**config.mk**
```make
export PLATFORM = sky130hd
export DESIGN_NAME = asp_host
export DESIGN_NICKNAME = d
export VERILOG_FILES = /design/src/asp_pkg.sv /design/src/asp_sync.sv /design/src/asp_host.sv
export SDC_FILE = /design/constraint.sdc
export NUM_CORES = 1
export LEC_CHECK = 0
export BUFFER_PORTS_ARGS = -buffer_cell sky130_fd_sc_hd__buf_2
export CORE_MARGIN = 3
export CORE_UTILIZATION = 49
export DETAILED_ROUTE_END_ITERATION = 8
export PLACE_DENSITY_LB_ADDON = 0.12
export SLEW_MARGIN = 5
export SYNTH_ARGS = -nofsm -noshare
export SYNTH_HDL_FRONTEND = slang
export SYNTH_SLANG_ARGS = --single-unit
```
**constraint.sdc**
```tcl
create_clock -name mclk -period 2.9 [get_ports mclk]
set_input_delay 0.58 -clock mclk [delete_from_list [all_inputs] [get_ports mclk]]
set_output_delay 0.58 -clock mclk [all_outputs]
set_load 0.03 [all_outputs]
```
**src/asp_pkg.sv**
```systemverilog
// Purpose: shared constants and types for the async static memory host port
// Assumes: mclk at 250 MHz
// Notes: times in ns, cycle counts derived from them
package asp_pkg;
  // ==========================================================
  // clock
  localparam int CLK_PERIOD_NS = 4;
  // ==========================================================
  // pin timing, figures in ns
  localparam int T_WLWH_NS = 20;
  localparam int T_DVWH_NS = 15;
  localparam int T_WHWL_NS = 5;
  localparam int T_AVQV_NS = 25;
  localparam int T_GHQZ_NS = 9;
  localparam int T_SHQZ_NS = 10;
  // ==========================================================
  // derived cycle counts, least times rounded up
  localparam int WP_CYC = (T_WLWH_NS + CLK_PERIOD_NS - 1) / CLK_PERIOD_NS;
  localparam int DS_CYC = (T_DVWH_NS + CLK_PERIOD_NS - 1) / CLK_PERIOD_NS;
  localparam int WR_CYC = (T_WHWL_NS + CLK_PERIOD_NS - 1) / CLK_PERIOD_NS;
  localparam int ACC_CYC = (T_AVQV_NS + CLK_PERIOD_NS - 1) / CLK_PERIOD_NS;
  localparam int HIZ_NS = (T_GHQZ_NS > T_SHQZ_NS) ? T_GHQZ_NS : T_SHQZ_NS;
  localparam int TURN_CYC = (HIZ_NS + CLK_PERIOD_NS - 1) / CLK_PERIOD_NS;
  localparam int SYNC_STAGES = 2;
  localparam int CNT_W = 4;
  localparam logic [CNT_W-1:0] CNT_ZERO = 4'h0;
  localparam logic [CNT_W-1:0] CNT_ONE = 4'h1;
  // ==========================================================
  // one-hot sequencer states
  typedef enum logic [6:0] {
    ST_IDLE = 7'h01,
    ST_WSET = 7'h02,
    ST_WPUL = 7'h04,
    ST_WREC = 7'h08,
    ST_RACC = 7'h10,
    ST_RDON = 7'h20,
    ST_TURN = 7'h40
  } asp_st_t;
endpackage : asp_pkg

```
**src/asp_sync.sv**
```systemverilog
// Purpose: two-stage synchroniser for the byte bus input
// Assumes: input is asynchronous to mclk
// Notes: first stage feeds only the second
`timescale 1ns/1ns
module asp_sync #(
  parameter int W = 8
) (
  // clock and reset
  input wire logic mclk,
  input wire logic rstn,
  // data
  input wire logic [W-1:0] d,
  output logic [W-1:0] q
);
  // ==========================================================
  // stages
  typedef struct packed {
    logic [W-1:0] meta;
    logic [W-1:0] q;
  } asp_sync_st_t;
  asp_sync_st_t s_r;
  asp_sync_st_t s_nxt;
  always_comb begin
    s_nxt.meta = d;
    s_nxt.q = s_r.meta;
  end
  always_ff @(posedge mclk or negedge rstn) begin
    if (!rstn) begin
      s_r <= '0;
    end else begin
      s_r <= s_nxt;
    end
  end
  assign q = s_r.q;
endmodule : asp_sync

```
**src/asp_host.sv**
```systemverilog
// Purpose: host controller driving a 32K x 8 asynchronous static memory
// Assumes: one request at a time, pins stable across the board
// Notes: bus pins split into in, out and active-low drive enable
`timescale 1ns/1ns
module asp_host #(
  parameter int ADDR_W = 15,
  parameter int DATA_W = 8,
  parameter bit HAS_EN = 1'b1
) (
  // clock and reset
  input wire logic mclk,
  input wire logic rstn,
  // user request
  input wire logic req_valid,
  output logic req_ready,
  input wire logic req_we,
  input wire logic [ADDR_W-1:0] req_addr,
  input wire logic [DATA_W-1:0] req_wdata,
  // user answer
  output logic rsp_valid,
  output logic [DATA_W-1:0] rsp_rdata,
  // memory pins
  output logic [ADDR_W-1:0] mem_addr,
  output logic mem_sel_n,
  output logic mem_en,
  output logic mem_wr_n,
  output logic mem_oe_n,
  input wire logic [DATA_W-1:0] mem_dq_i,
  output logic [DATA_W-1:0] mem_dq_o,
  output logic mem_dq_oe_n
);
  // ==========================================================
  // state record
  typedef struct packed {
    asp_pkg::asp_st_t st;
    logic [asp_pkg::CNT_W-1:0] cnt;
    logic [ADDR_W-1:0] addr;
    logic [DATA_W-1:0] wdat;
    logic [DATA_W-1:0] rdat;
    logic sel_n;
    logic en;
    logic wr_n;
    logic oe_n;
    logic dq_oe_n;
    logic rvalid;
  } asp_state_t;

  localparam logic [asp_pkg::CNT_W-1:0] WP_N = asp_pkg::CNT_W'(asp_pkg::WP_CYC);
  localparam logic [asp_pkg::CNT_W-1:0] WR_N = asp_pkg::CNT_W'(asp_pkg::WR_CYC);
  localparam logic [asp_pkg::CNT_W-1:0] RD_N = asp_pkg::CNT_W'(asp_pkg::ACC_CYC + asp_pkg::SYNC_STAGES);
  localparam logic [asp_pkg::CNT_W-1:0] TN_N = asp_pkg::CNT_W'(asp_pkg::TURN_CYC);

  asp_state_t s_r;
  asp_state_t s_nxt;
  logic [DATA_W-1:0] dq_sync;

  // ==========================================================
  // bus input synchroniser
  asp_sync #(.W(DATA_W)) u_sync (
    .mclk(mclk),
    .rstn(rstn),
    .d(mem_dq_i),
    .q(dq_sync)
  );

  // ==========================================================
  // sequencer
  always_comb begin
    s_nxt = s_r;
    s_nxt.rvalid = 1'b0;
    case (s_r.st)
      asp_pkg::ST_IDLE: begin
        s_nxt.sel_n = 1'b1;
        s_nxt.en = 1'b0;
        s_nxt.wr_n = 1'b1;
        s_nxt.oe_n = 1'b1;
        s_nxt.dq_oe_n = 1'b1;
        if (req_valid) begin
          s_nxt.addr = req_addr;
          s_nxt.sel_n = 1'b0;
          s_nxt.en = 1'b1;
          if (req_we) begin
            s_nxt.wdat = req_wdata;
            s_nxt.dq_oe_n = 1'b0;
            s_nxt.st = asp_pkg::ST_WSET;
          end else begin
            s_nxt.oe_n = 1'b0;
            s_nxt.cnt = RD_N;
            s_nxt.st = asp_pkg::ST_RACC;
          end
        end
      end
      asp_pkg::ST_WSET: begin
        s_nxt.wr_n = 1'b0;
        s_nxt.cnt = WP_N;
        s_nxt.st = asp_pkg::ST_WPUL;
      end
      asp_pkg::ST_WPUL: begin
        s_nxt.cnt = s_r.cnt - asp_pkg::CNT_ONE;
        if (s_r.cnt == asp_pkg::CNT_ONE) begin
          s_nxt.wr_n = 1'b1;
          s_nxt.cnt = WR_N;
          s_nxt.st = asp_pkg::ST_WREC;
        end
      end
      asp_pkg::ST_WREC: begin
        s_nxt.sel_n = 1'b1;
        s_nxt.en = 1'b0;
        s_nxt.dq_oe_n = 1'b1;
        s_nxt.cnt = s_r.cnt - asp_pkg::CNT_ONE;
        if (s_r.cnt == asp_pkg::CNT_ONE) begin
          s_nxt.st = asp_pkg::ST_IDLE;
        end
      end
      asp_pkg::ST_RACC: begin
        s_nxt.cnt = s_r.cnt - asp_pkg::CNT_ONE;
        if (s_r.cnt == asp_pkg::CNT_ONE) begin
          s_nxt.st = asp_pkg::ST_RDON;
        end
      end
      asp_pkg::ST_RDON: begin
        s_nxt.rdat = dq_sync;
        s_nxt.rvalid = 1'b1;
        s_nxt.oe_n = 1'b1;
        s_nxt.sel_n = 1'b1;
        s_nxt.en = 1'b0;
        s_nxt.cnt = TN_N;
        s_nxt.st = asp_pkg::ST_TURN;
      end
      asp_pkg::ST_TURN: begin
        s_nxt.cnt = s_r.cnt - asp_pkg::CNT_ONE;
        if (s_r.cnt == asp_pkg::CNT_ONE) begin
          s_nxt.st = asp_pkg::ST_IDLE;
        end
      end
      default: begin
        s_nxt.st = asp_pkg::ST_IDLE;
      end
    endcase
  end

  always_ff @(posedge mclk or negedge rstn) begin
    if (!rstn) begin
      s_r <= '{st: asp_pkg::ST_IDLE, cnt: '0, addr: '0, wdat: '0, rdat: '0,
               sel_n: 1'b1, en: 1'b0, wr_n: 1'b1, oe_n: 1'b1, dq_oe_n: 1'b1, rvalid: 1'b0};
    end else begin
      s_r <= s_nxt;
    end
  end

  // ==========================================================
  // outputs
  assign req_ready = (s_r.st == asp_pkg::ST_IDLE);
  assign rsp_valid = s_r.rvalid;
  assign rsp_rdata = s_r.rdat;
  assign mem_addr = s_r.addr;
  assign mem_sel_n = s_r.sel_n;
  assign mem_en = HAS_EN ? s_r.en : 1'b1;
  assign mem_wr_n = s_r.wr_n;
  assign mem_oe_n = s_r.oe_n;
  assign mem_dq_o = s_r.wdat;
  assign mem_dq_oe_n = s_r.dq_oe_n;
endmodule : asp_host

```
==> results.yml, run 1 <==
min_path:
  holdCritPathClass: "in -> async"
route:
  viasPerCell: 4.99
  wl_per_cell_um: 14.2
  vias: 1731
  dr.pass1.iters: 5
  wl_um: 4940
  drt_iter0_markers: 81
  antenna_left: 0
  drc: 0
cts:
  cts.sinks: 64
  cts_setup_buffers: 0
  clk_pin_slew_ps: 70
  holdBufCountCts: 0
  cts_resized: 0
  cts_made_buffers: 9
  htreeDepth: 3
  clock_latency_ps: 320
  cts-root-buf: "clkbuf_8"
  cts_tree: "yes"
  cts_buffer_depth: 2
sta:
  finalHoldViolCount: 0
  fmax_ghz: 0.413
  rsz0062_at_grt: "false"
  skew_ps: 8.02
  setup-violations-final: 0
  maxSlewViolCount: 0
  min_period_ps: 2420
  maxSlewHeadroom_pct: 56.9
  tns_ps: 0
  tightest_slew_ps: 647
  min_period_over_period_pct: 83.4
job:
  max_cap_viol_count: 0
critical_path:
  critical_path_class: "reg -> out"
  critPathCaptureType: "output port"
  r2r-start: "s_r[44]"
  crit_fanout: 9
  regToRegEndpoint: "rsp_rdata[3]"
  cp-start-kind: "register"
  cp.arrival_ps: 1840
  r2r_slack_ps: 800
  worst_ep_required_time_ps: 2320
  r2r_cells: 4
finish:
  synthToLayoutAreaGrowth_pct: 13.3
  drive_above_1_share_pct: 49.8
  n_antenna_cell: 0
  final_cell_mix: "buf_2 (72), dfrtp_1 (59), mux2_2 (21)"
  stdcell_count: 347
  nFillCells: 491
  final_nets: 307
  final_common_cell: "buf_2"
floorplan:
  die_w_um: 82.2
  dieArea_mm2: 0.00675
  die_h_um: 82.2
  io_pins: 73
  row_count: 27
  start_util_pct: 51.0
  core-area_mm2: 0.00557
placement:
  dp.cells: 331
  routabilityCongestion: 0.831
  hpwl_um: 3680
  numPortBuffers: 72
pwr:
  ir_drop_mv: 0.679
  leakagePower_nw: 1.58
  power_density_mw_per_mm2: 1230
  report.power.total_w: 0.00398
global_route:
  grt_pass1_vias: 1580
  grt_usage_pct: 15.2
  grt_overflow_total: 0
  grt_pass1_wl_um: 7650
  antenna_found_initial: 0
  grt_max_degree: 31
synthesis:
  yosysWarnings: 0
  seq_area_frac_synth_pct: 56.6
  synth_edf_count: 0
  yosysUniqueCellTypes: 48
  synth_seq_cells: 64
  netlist_instances: 221
  async_flop_share_pct: 100
  postSynthAreaPerCell_um2: 12.9
  syn-num-nets: 258
  syn_area_mm2: 0.00284
  ys.flop_type: "dfrtp_1"
outcome:
  status: "finished, final reports clean"
routing by layer:
layer | routed length [um] | track usage, %
met1 | 2210 | 20.2
met2 | 2420 | 22.6
met3 | 283 | 5.64
met4 | 29 | 5.48
met5 | 0 | 0
layout make-up:
type | count | area (um2) | share of cell area (%)
Tap cell | 72 | 90.1 | 2.80
Sequential cell | 64 | 1610 | 49.9
Inverter | 10 | 42.5 | 1.32
Timing Repair Buffer | 75 | 383 | 11.9
Clock buffer | 10 | 138 | 4.27
Clock inverter | 6 | 43.8 | 1.36
Multi-Input combinational cell | 110 | 916 | 28.4
logic make-up (layout without fill, tap and decap cells):
logic type | Yosys count | count (layout) | synth area share, %
flip-flops | 64 | 64 | 56.6
buffers and inverters | 47 | 101 | 11.2
AND/OR/NAND/NOR | 42 | 42 | 9.25
AO/OA/AOI/OAI | 31 | 31 | 7.40
multiplexers | 31 | 31 | 13.5
XOR/XNOR | 4 | 4 | 1.23
adder cells (fa/ha/maj) | 2 | 2 | 0.881
stage by stage:
step / util (%) / setup slack, ps / area, um2 / hold slack (ps)
6_report: 57.8 / 482 / 3220 / 272
5_1_grt: 57.8 / 360 / 3220 / 297
4_1_cts: 57.8 / 462 / 3220 / 289
3_5_place_dp: 54.5 / 774 / 3040 / 335
3_3_place_gp: 54.5 / 839 / 3040 / 332
2_1_floorplan: - / 984 / 2840 / 284
worst max-delay path, stage by stage (launching register included):
cell      delay [ps]
dfrtp_1          470
or3_4            420
nor3_4           200
nand2_4          120
clkinv_4         100
buf_2            200
Yosys cell counts (all sizes together), types with 2 or more instances:
cell type	number	area, um2
inv	9	33.8
xor2	2	17.5
or2	4	25.0
mux2	31	383
or3	2	17.5
nand2b	3	18.8
nor2	8	30.0
dfrtp	59	1480
dfstp	5	131
nand2	9	48.8
o21ai	6	30.0
nand3	3	27.5
o32ai	2	17.5
a21oi	6	30.0
nor3	5	36.3
buf	36	272
o22ai	2	12.5
nor4	2	18.8
ha	2	25.0
xnor2	2	17.5
a21o	3	22.5
o211ai	2	15.0
nor2b	4	25.0
sequential cells by signal, indices dropped and copies added (netlist names):
signal,cells
rsp_rdata,8
rsp_valid,1
s_r,11
mem_dq_o,8
mem_dq_oe_n,1
mem_wr_n,1
u_sync.q,8
mem_addr,15
mem_en,1
u_sync.s_nxt,8
mem_oe_n,1
mem_sel_n,1
power breakdown:
group,leakage (nW),switching [W],internal [W]
sequential,0.760,0.000193,0.00123
combinational,0.725,0.00115,0.000725
clock,0.0926,0.000344,0.000336
total,1.58,0.00168,0.00229
how the worst max path moves through the flow:
stage	startpoint	to	slack, ps
after detailed placement	s_r[44]	rsp_rdata[6]	770
after floorplan	s_r[46]	mem_addr[10]	980
after global placement	s_r[44]	rsp_rdata[3]	840
final	s_r[46]	req_ready	480
after CTS	s_r[46]	req_ready	460
after global routing	s_r[46]	req_ready	360
(Power assumes the default switching activity.)
==> run 2, diff against run 1 <==
==> constraint.sdc (replaced) <==
create_clock -name mclk -period 2.45 [get_ports mclk]
set_input_delay 0.49 -clock mclk [delete_from_list [all_inputs] [get_ports mclk]]
set_output_delay 0.49 -clock mclk [all_outputs]
set_load 0.03 [all_outputs]
==> run 2 against run 1 <==
Effect of this change: wire length is 1.3% higher; hold slack worse by 110 ps; sequential cell count stayed put; clock-buffer cell count stayed put; via count is 0.12% lower; die area stayed put; clock skew is 1.6 ps higher; combinational power is 20% higher; non-clock buffer count is 2 higher; critical path type unchanged; worst setup slack worse by 380 ps.
==> results.yml, run 2 (synthesis gave the netlist of run 1 again) <==
placement:
  place_area_mm2: 0.00307
  dp.cells: 333
  hpwl_um: 3580
  numPortBuffers: 72
  routabilityCongestion: 0.760
cts:
  cts_tree: "yes"
  holdBufCountCts: 0
  clock_latency_ps: 340
  cts_buffer_depth: 2
  htreeDepth: 3
  cts.sinks: 64
  cts_made_buffers: 9
  clk_pin_slew_ps: 70
  cts_resized: 0
  cts_setup_buffers: 0
  cts-root-buf: "clkbuf_8"
finish:
  largest_register_ffs: 15
  drive_above_1_share_pct: 50.0
  n_antenna_cell: 0
  final_nets: 309
  final_common_cell: "buf_2"
  final_cell_mix: "buf_2 (72), dfrtp_1 (59), mux2_2 (21)"
  synthToLayoutAreaGrowth_pct: 14.8
  nFillCells: 463
  stdcell_area_mm2: 0.00326
  stdcell_count: 348
route:
  wl_per_cell_um: 14.4
  drt_iter0_markers: 87
  drc: 0
  wl_um: 5010
  highest_layer: "met4"
  wl_met2_um: 2390
  vias: 1729
  wl_met1_um: 2320
  antenna_left: 0
  dr.pass1.iters: 4
  wl_met3_um: 255
  viasPerCell: 4.97
critical_path:
  crit_fanout: 9
  regToRegEndpoint: "rsp_rdata[5]"
  r2r_cells: 4
  r2r-start: "s_r[45]"
  cp-startpoint: "s_r[46]"
  r2r_slack_ps: 470
  critical_path_class: "reg -> out"
  crit_path_end: "req_ready"
  critPathCaptureType: "output port"
  cp.arrival_ps: 1850
  cp-start-kind: "register"
  worst_ep_required_time_ps: 1960
outcome:
  status: "finished, final reports clean"
sta:
  min_period_ps: 2340
  whs_ps: 161
  skew_ps: 9.58
  finalHoldViolCount: 0
  rsz0062_at_grt: "false"
  maxSlewHeadroom_pct: 64.8
  tns_ps: 0
  fmax_ghz: 0.427
  min_period_over_period_pct: 95.7
  maxSlewViolCount: 0
  tightest_slew_ps: 526
  setup-violations-final: 0
global_route:
  grt_overflow_total: 0
  antenna_found_initial: 0
  grt_max_degree: 65
  grt_pass1_wl_um: 7810
  grt_usage_pct: 15.8
  grt_pass1_vias: 1663
pwr:
  ir_drop_mv: 0.701
  leakagePower_nw: 1.59
  power_density_mw_per_mm2: 1480
floorplan:
  start_util_pct: 51.0
  row_count: 27
  dieArea_mm2: 0.00675
  die_h_um: 82.2
  die_w_um: 82.2
  core-area_mm2: 0.00557
  io_pins: 73
job:
  max_cap_viol_count: 0
min_path:
  holdCritPathClass: "in -> async"
## run 2: cell types whose count changed in the layout (fill, tap and decap cells not counted)
cell        delta
buf_12         +1
buf_4          +1
bufinv_16      +1
clkinv_2       -1
clkinv_4       -2
clkinvlp_4     +2
inv_6          -1
## run 2: how the worst min path moves through the flow
stage	from	end	slack [ps]	depth (start not counted)
after floorplan	rstn	mem_addr[0]	190	0
after global placement	u_sync.s_nxt[3]	u_sync.q[3]	330	0
after detailed placement	u_sync.s_nxt[1]	u_sync.q[1]	340	0
after CTS	rstn	s_r[39]	170	2
after global routing	rstn	mem_addr[10]	180	2
final	rstn	s_r[39]	160	2
## run 2: final cells by class
| cell class | count | area [um2] | area share, % |
|---|---|---|---|
| inverter | 10 | 42.5 | 1.30 |
| multi-input combinational | 110 | 916 | 28.1 |
| timing repair buffer | 77 | 410 | 12.6 |
| sequential | 64 | 1610 | 49.3 |
| tap | 72 | 90.1 | 2.76 |
| clock inverter | 5 | 57.6 | 1.76 |
| clock buffer | 10 | 138 | 4.22 |
## run 2: where the power goes
part / leakage (nW) / switching, W / total (W) / internal, W
clock: 0.0904 / 0.000397 / 0.000887 / 0.000489
combinational: 0.741 / 0.00138 / 0.00225 / 0.000872
sequential: 0.760 / 0.000220 / 0.00168 / 0.00146
## run 2: metrics by stage
stage                     util, %  setup WS (ps)  power, W
after floorplan                 -            534   0.00374
after global placement       55.0            494   0.00393
after detailed placement     55.0            462   0.00395
after CTS                    58.5            100   0.00485
after global routing         58.5           27.3   0.00509
final                        58.5            106   0.00481
## run 2: metal layers
metal / up-vias / GRT usage, %
li1: 828 / -
met1: 853 / 21.6
met2: 43 / 22.8
met3: 5 / 4.99
met4: 0 / 7.48
met5: - / 0
## run 2: critical path: stages (launching register included)
cell	delay [ps]
dfrtp_1	470
or3_4	430
nor3_4	200
nand2_4	120
clkinv_4	100
buf_2	200
==> run 3, diff against run 2 <==
==> constraint.sdc (replaced) <==
create_clock -name mclk -period 2.7 [get_ports mclk]
set_input_delay 0.54 -clock mclk [delete_from_list [all_inputs] [get_ports mclk]]
set_output_delay 0.54 -clock mclk [all_outputs]
set_load 0.03 [all_outputs]
==> run 3 against run 2 <==
Effect of this change: clock power is 13% lower; largest power group unchanged; critical endpoint unchanged; combinational power shrank 11%; clock skew about the same; final area fell by 0.69%; die area stayed put; largest cell class unchanged; total power down 11%; core utilization shrank 0.40 points; hold slack improved by 31 ps.
==> results.yml, run 3 (synthesis gave the netlist of run 1 again) <==
critical_path:
  critical_path_class: "reg -> out"
  cp-start-kind: "register"
  crit_fanout: 9
  r2r_slack_ps: 720
  critPathCaptureType: "output port"
  worst_ep_required_time_ps: 2160
  cp.arrival_ps: 1830
placement:
  numPortBuffers: 72
  routabilityCongestion: 0.804
  hpwl_um: 3520
global_route:
  grt_usage_pct: 15.7
  antenna_found_initial: 0
  grt_pass1_vias: 1725
  grt_overflow_total: 0
  grt_max_degree: 65
  grt_pass1_wl_um: 7850
finish:
  n_antenna_cell: 0
  final_nets: 307
  largest_register_ffs: 15
  drive_above_1_share_pct: 49.5
  final_cell_mix: "buf_2 (72), dfrtp_1 (59), mux2_2 (21)"
  nFillCells: 473
  synthToLayoutAreaGrowth_pct: 14.0
  seq_area_mm2: 0.00161
  final_common_cell: "buf_2"
  multi_input_area_um2: 916
  fin_util_pct: 58.1
cts:
  cts_buffer_depth: 2
  clock_latency_ps: 330
  cts_tree: "yes"
  cts.sinks: 64
  htreeDepth: 3
  clk_pin_slew_ps: 70
  holdBufCountCts: 0
  cts_setup_buffers: 0
  cts-root-buf: "clkbuf_8"
  cts_made_buffers: 9
  cts_resized: 0
sta:
  tightest_slew_ps: 512
  tns_ps: 0
  setup-violations-final: 0
  skew_ps: 9.29
  maxSlewHeadroom_pct: 65.7
  rsz0062_at_grt: "false"
  finalHoldViolCount: 0
  whs_ps: 192
  min_period_ps: 2370
  maxSlewViolCount: 0
  fmax_ghz: 0.421
  min_period_over_period_pct: 87.9
pwr:
  leakagePower_nw: 1.58
  ir_drop_mv: 0.728
  power_density_mw_per_mm2: 1330
  report.power.total_w: 0.00430
floorplan:
  die_h_um: 82.2
  start_util_pct: 51.0
  row_count: 27
  die_w_um: 82.2
  core-area_mm2: 0.00557
  io_pins: 73
  dieArea_mm2: 0.00675
route:
  dr.pass1.iters: 4
  viasPerCell: 5.01
  vias: 1738
  drc: 0
  wl_per_cell_um: 14.1
  wl_um: 4880
  antenna_left: 0
  drt_iter0_markers: 80
outcome:
  status: "finished, final reports clean"
min_path:
  holdCritPathClass: "in -> async"
job:
  max_cap_viol_count: 0
-- run 3: changes by cell type in the layout (fill, tap and decap cells not counted) --
cell	delta
buf_4	-2
clkbuf_1	+1
clkbuf_8	-1
clkinv_2	+2
clkinvlp_4	-1
-- run 3: power breakdown --
group / switching (W) / internal (W) / leakage (nW)
Combinational: 0.00123 / 0.000780 / 0.730
Sequential: 0.000203 / 0.00132 / 0.760
Clock: 0.000351 / 0.000421 / 0.0920
Total: 0.00178 / 0.00252 / 1.58
-- run 3: worst paths after layout --
check                             endpoint  depth (start not counted)       startpoint
min                           mem_addr[13]                          2             rstn
min in group mclk          u_sync.s_nxt[6]                          1      mem_dq_i[6]
max reg2reg                   rsp_rdata[4]                          4          s_r[45]
min reg2reg                    u_sync.q[3]                          0  u_sync.s_nxt[3]
max                              req_ready                          5          s_r[46]
max in group asynchronous         mem_wr_n                          2             rstn
-- run 3: layer usage --
metal  global-route usage [%]  wire (um)  vias to the layer above
li1                         -          -                      825
met1                     20.0       2140                      857
met2                     23.2       2370                       48
met3                     5.97        275                        8
met4                     7.97         86                        0
met5                        0          0                        -
-- run 3: final cells by class --
cell class                      count  area share [%]
Multi-Input combinational cell    110            28.3
Timing Repair Buffer               75            12.2
Sequential cell                    64            49.6
Clock buffer                       10            3.94
Clock inverter                      6            1.85
Inverter                           10            1.31
Tap cell                           72            2.78
-- run 3: stage by stage --
step,setup WS (ps),cell area [um2],instances
after floorplan,784,2840,221
after global placement,696,3050,331
after detailed placement,671,3050,331
after CTS,307,3240,347
after global routing,203,3240,347
final,326,3240,347
-- run 3: critical path, stage by stage, from the launching register on --
cell      delay (ps)
dfrtp_1          470
or3_4            420
nor3_4           200
nand2_4          120
clkinv_4         100
buf_2            200
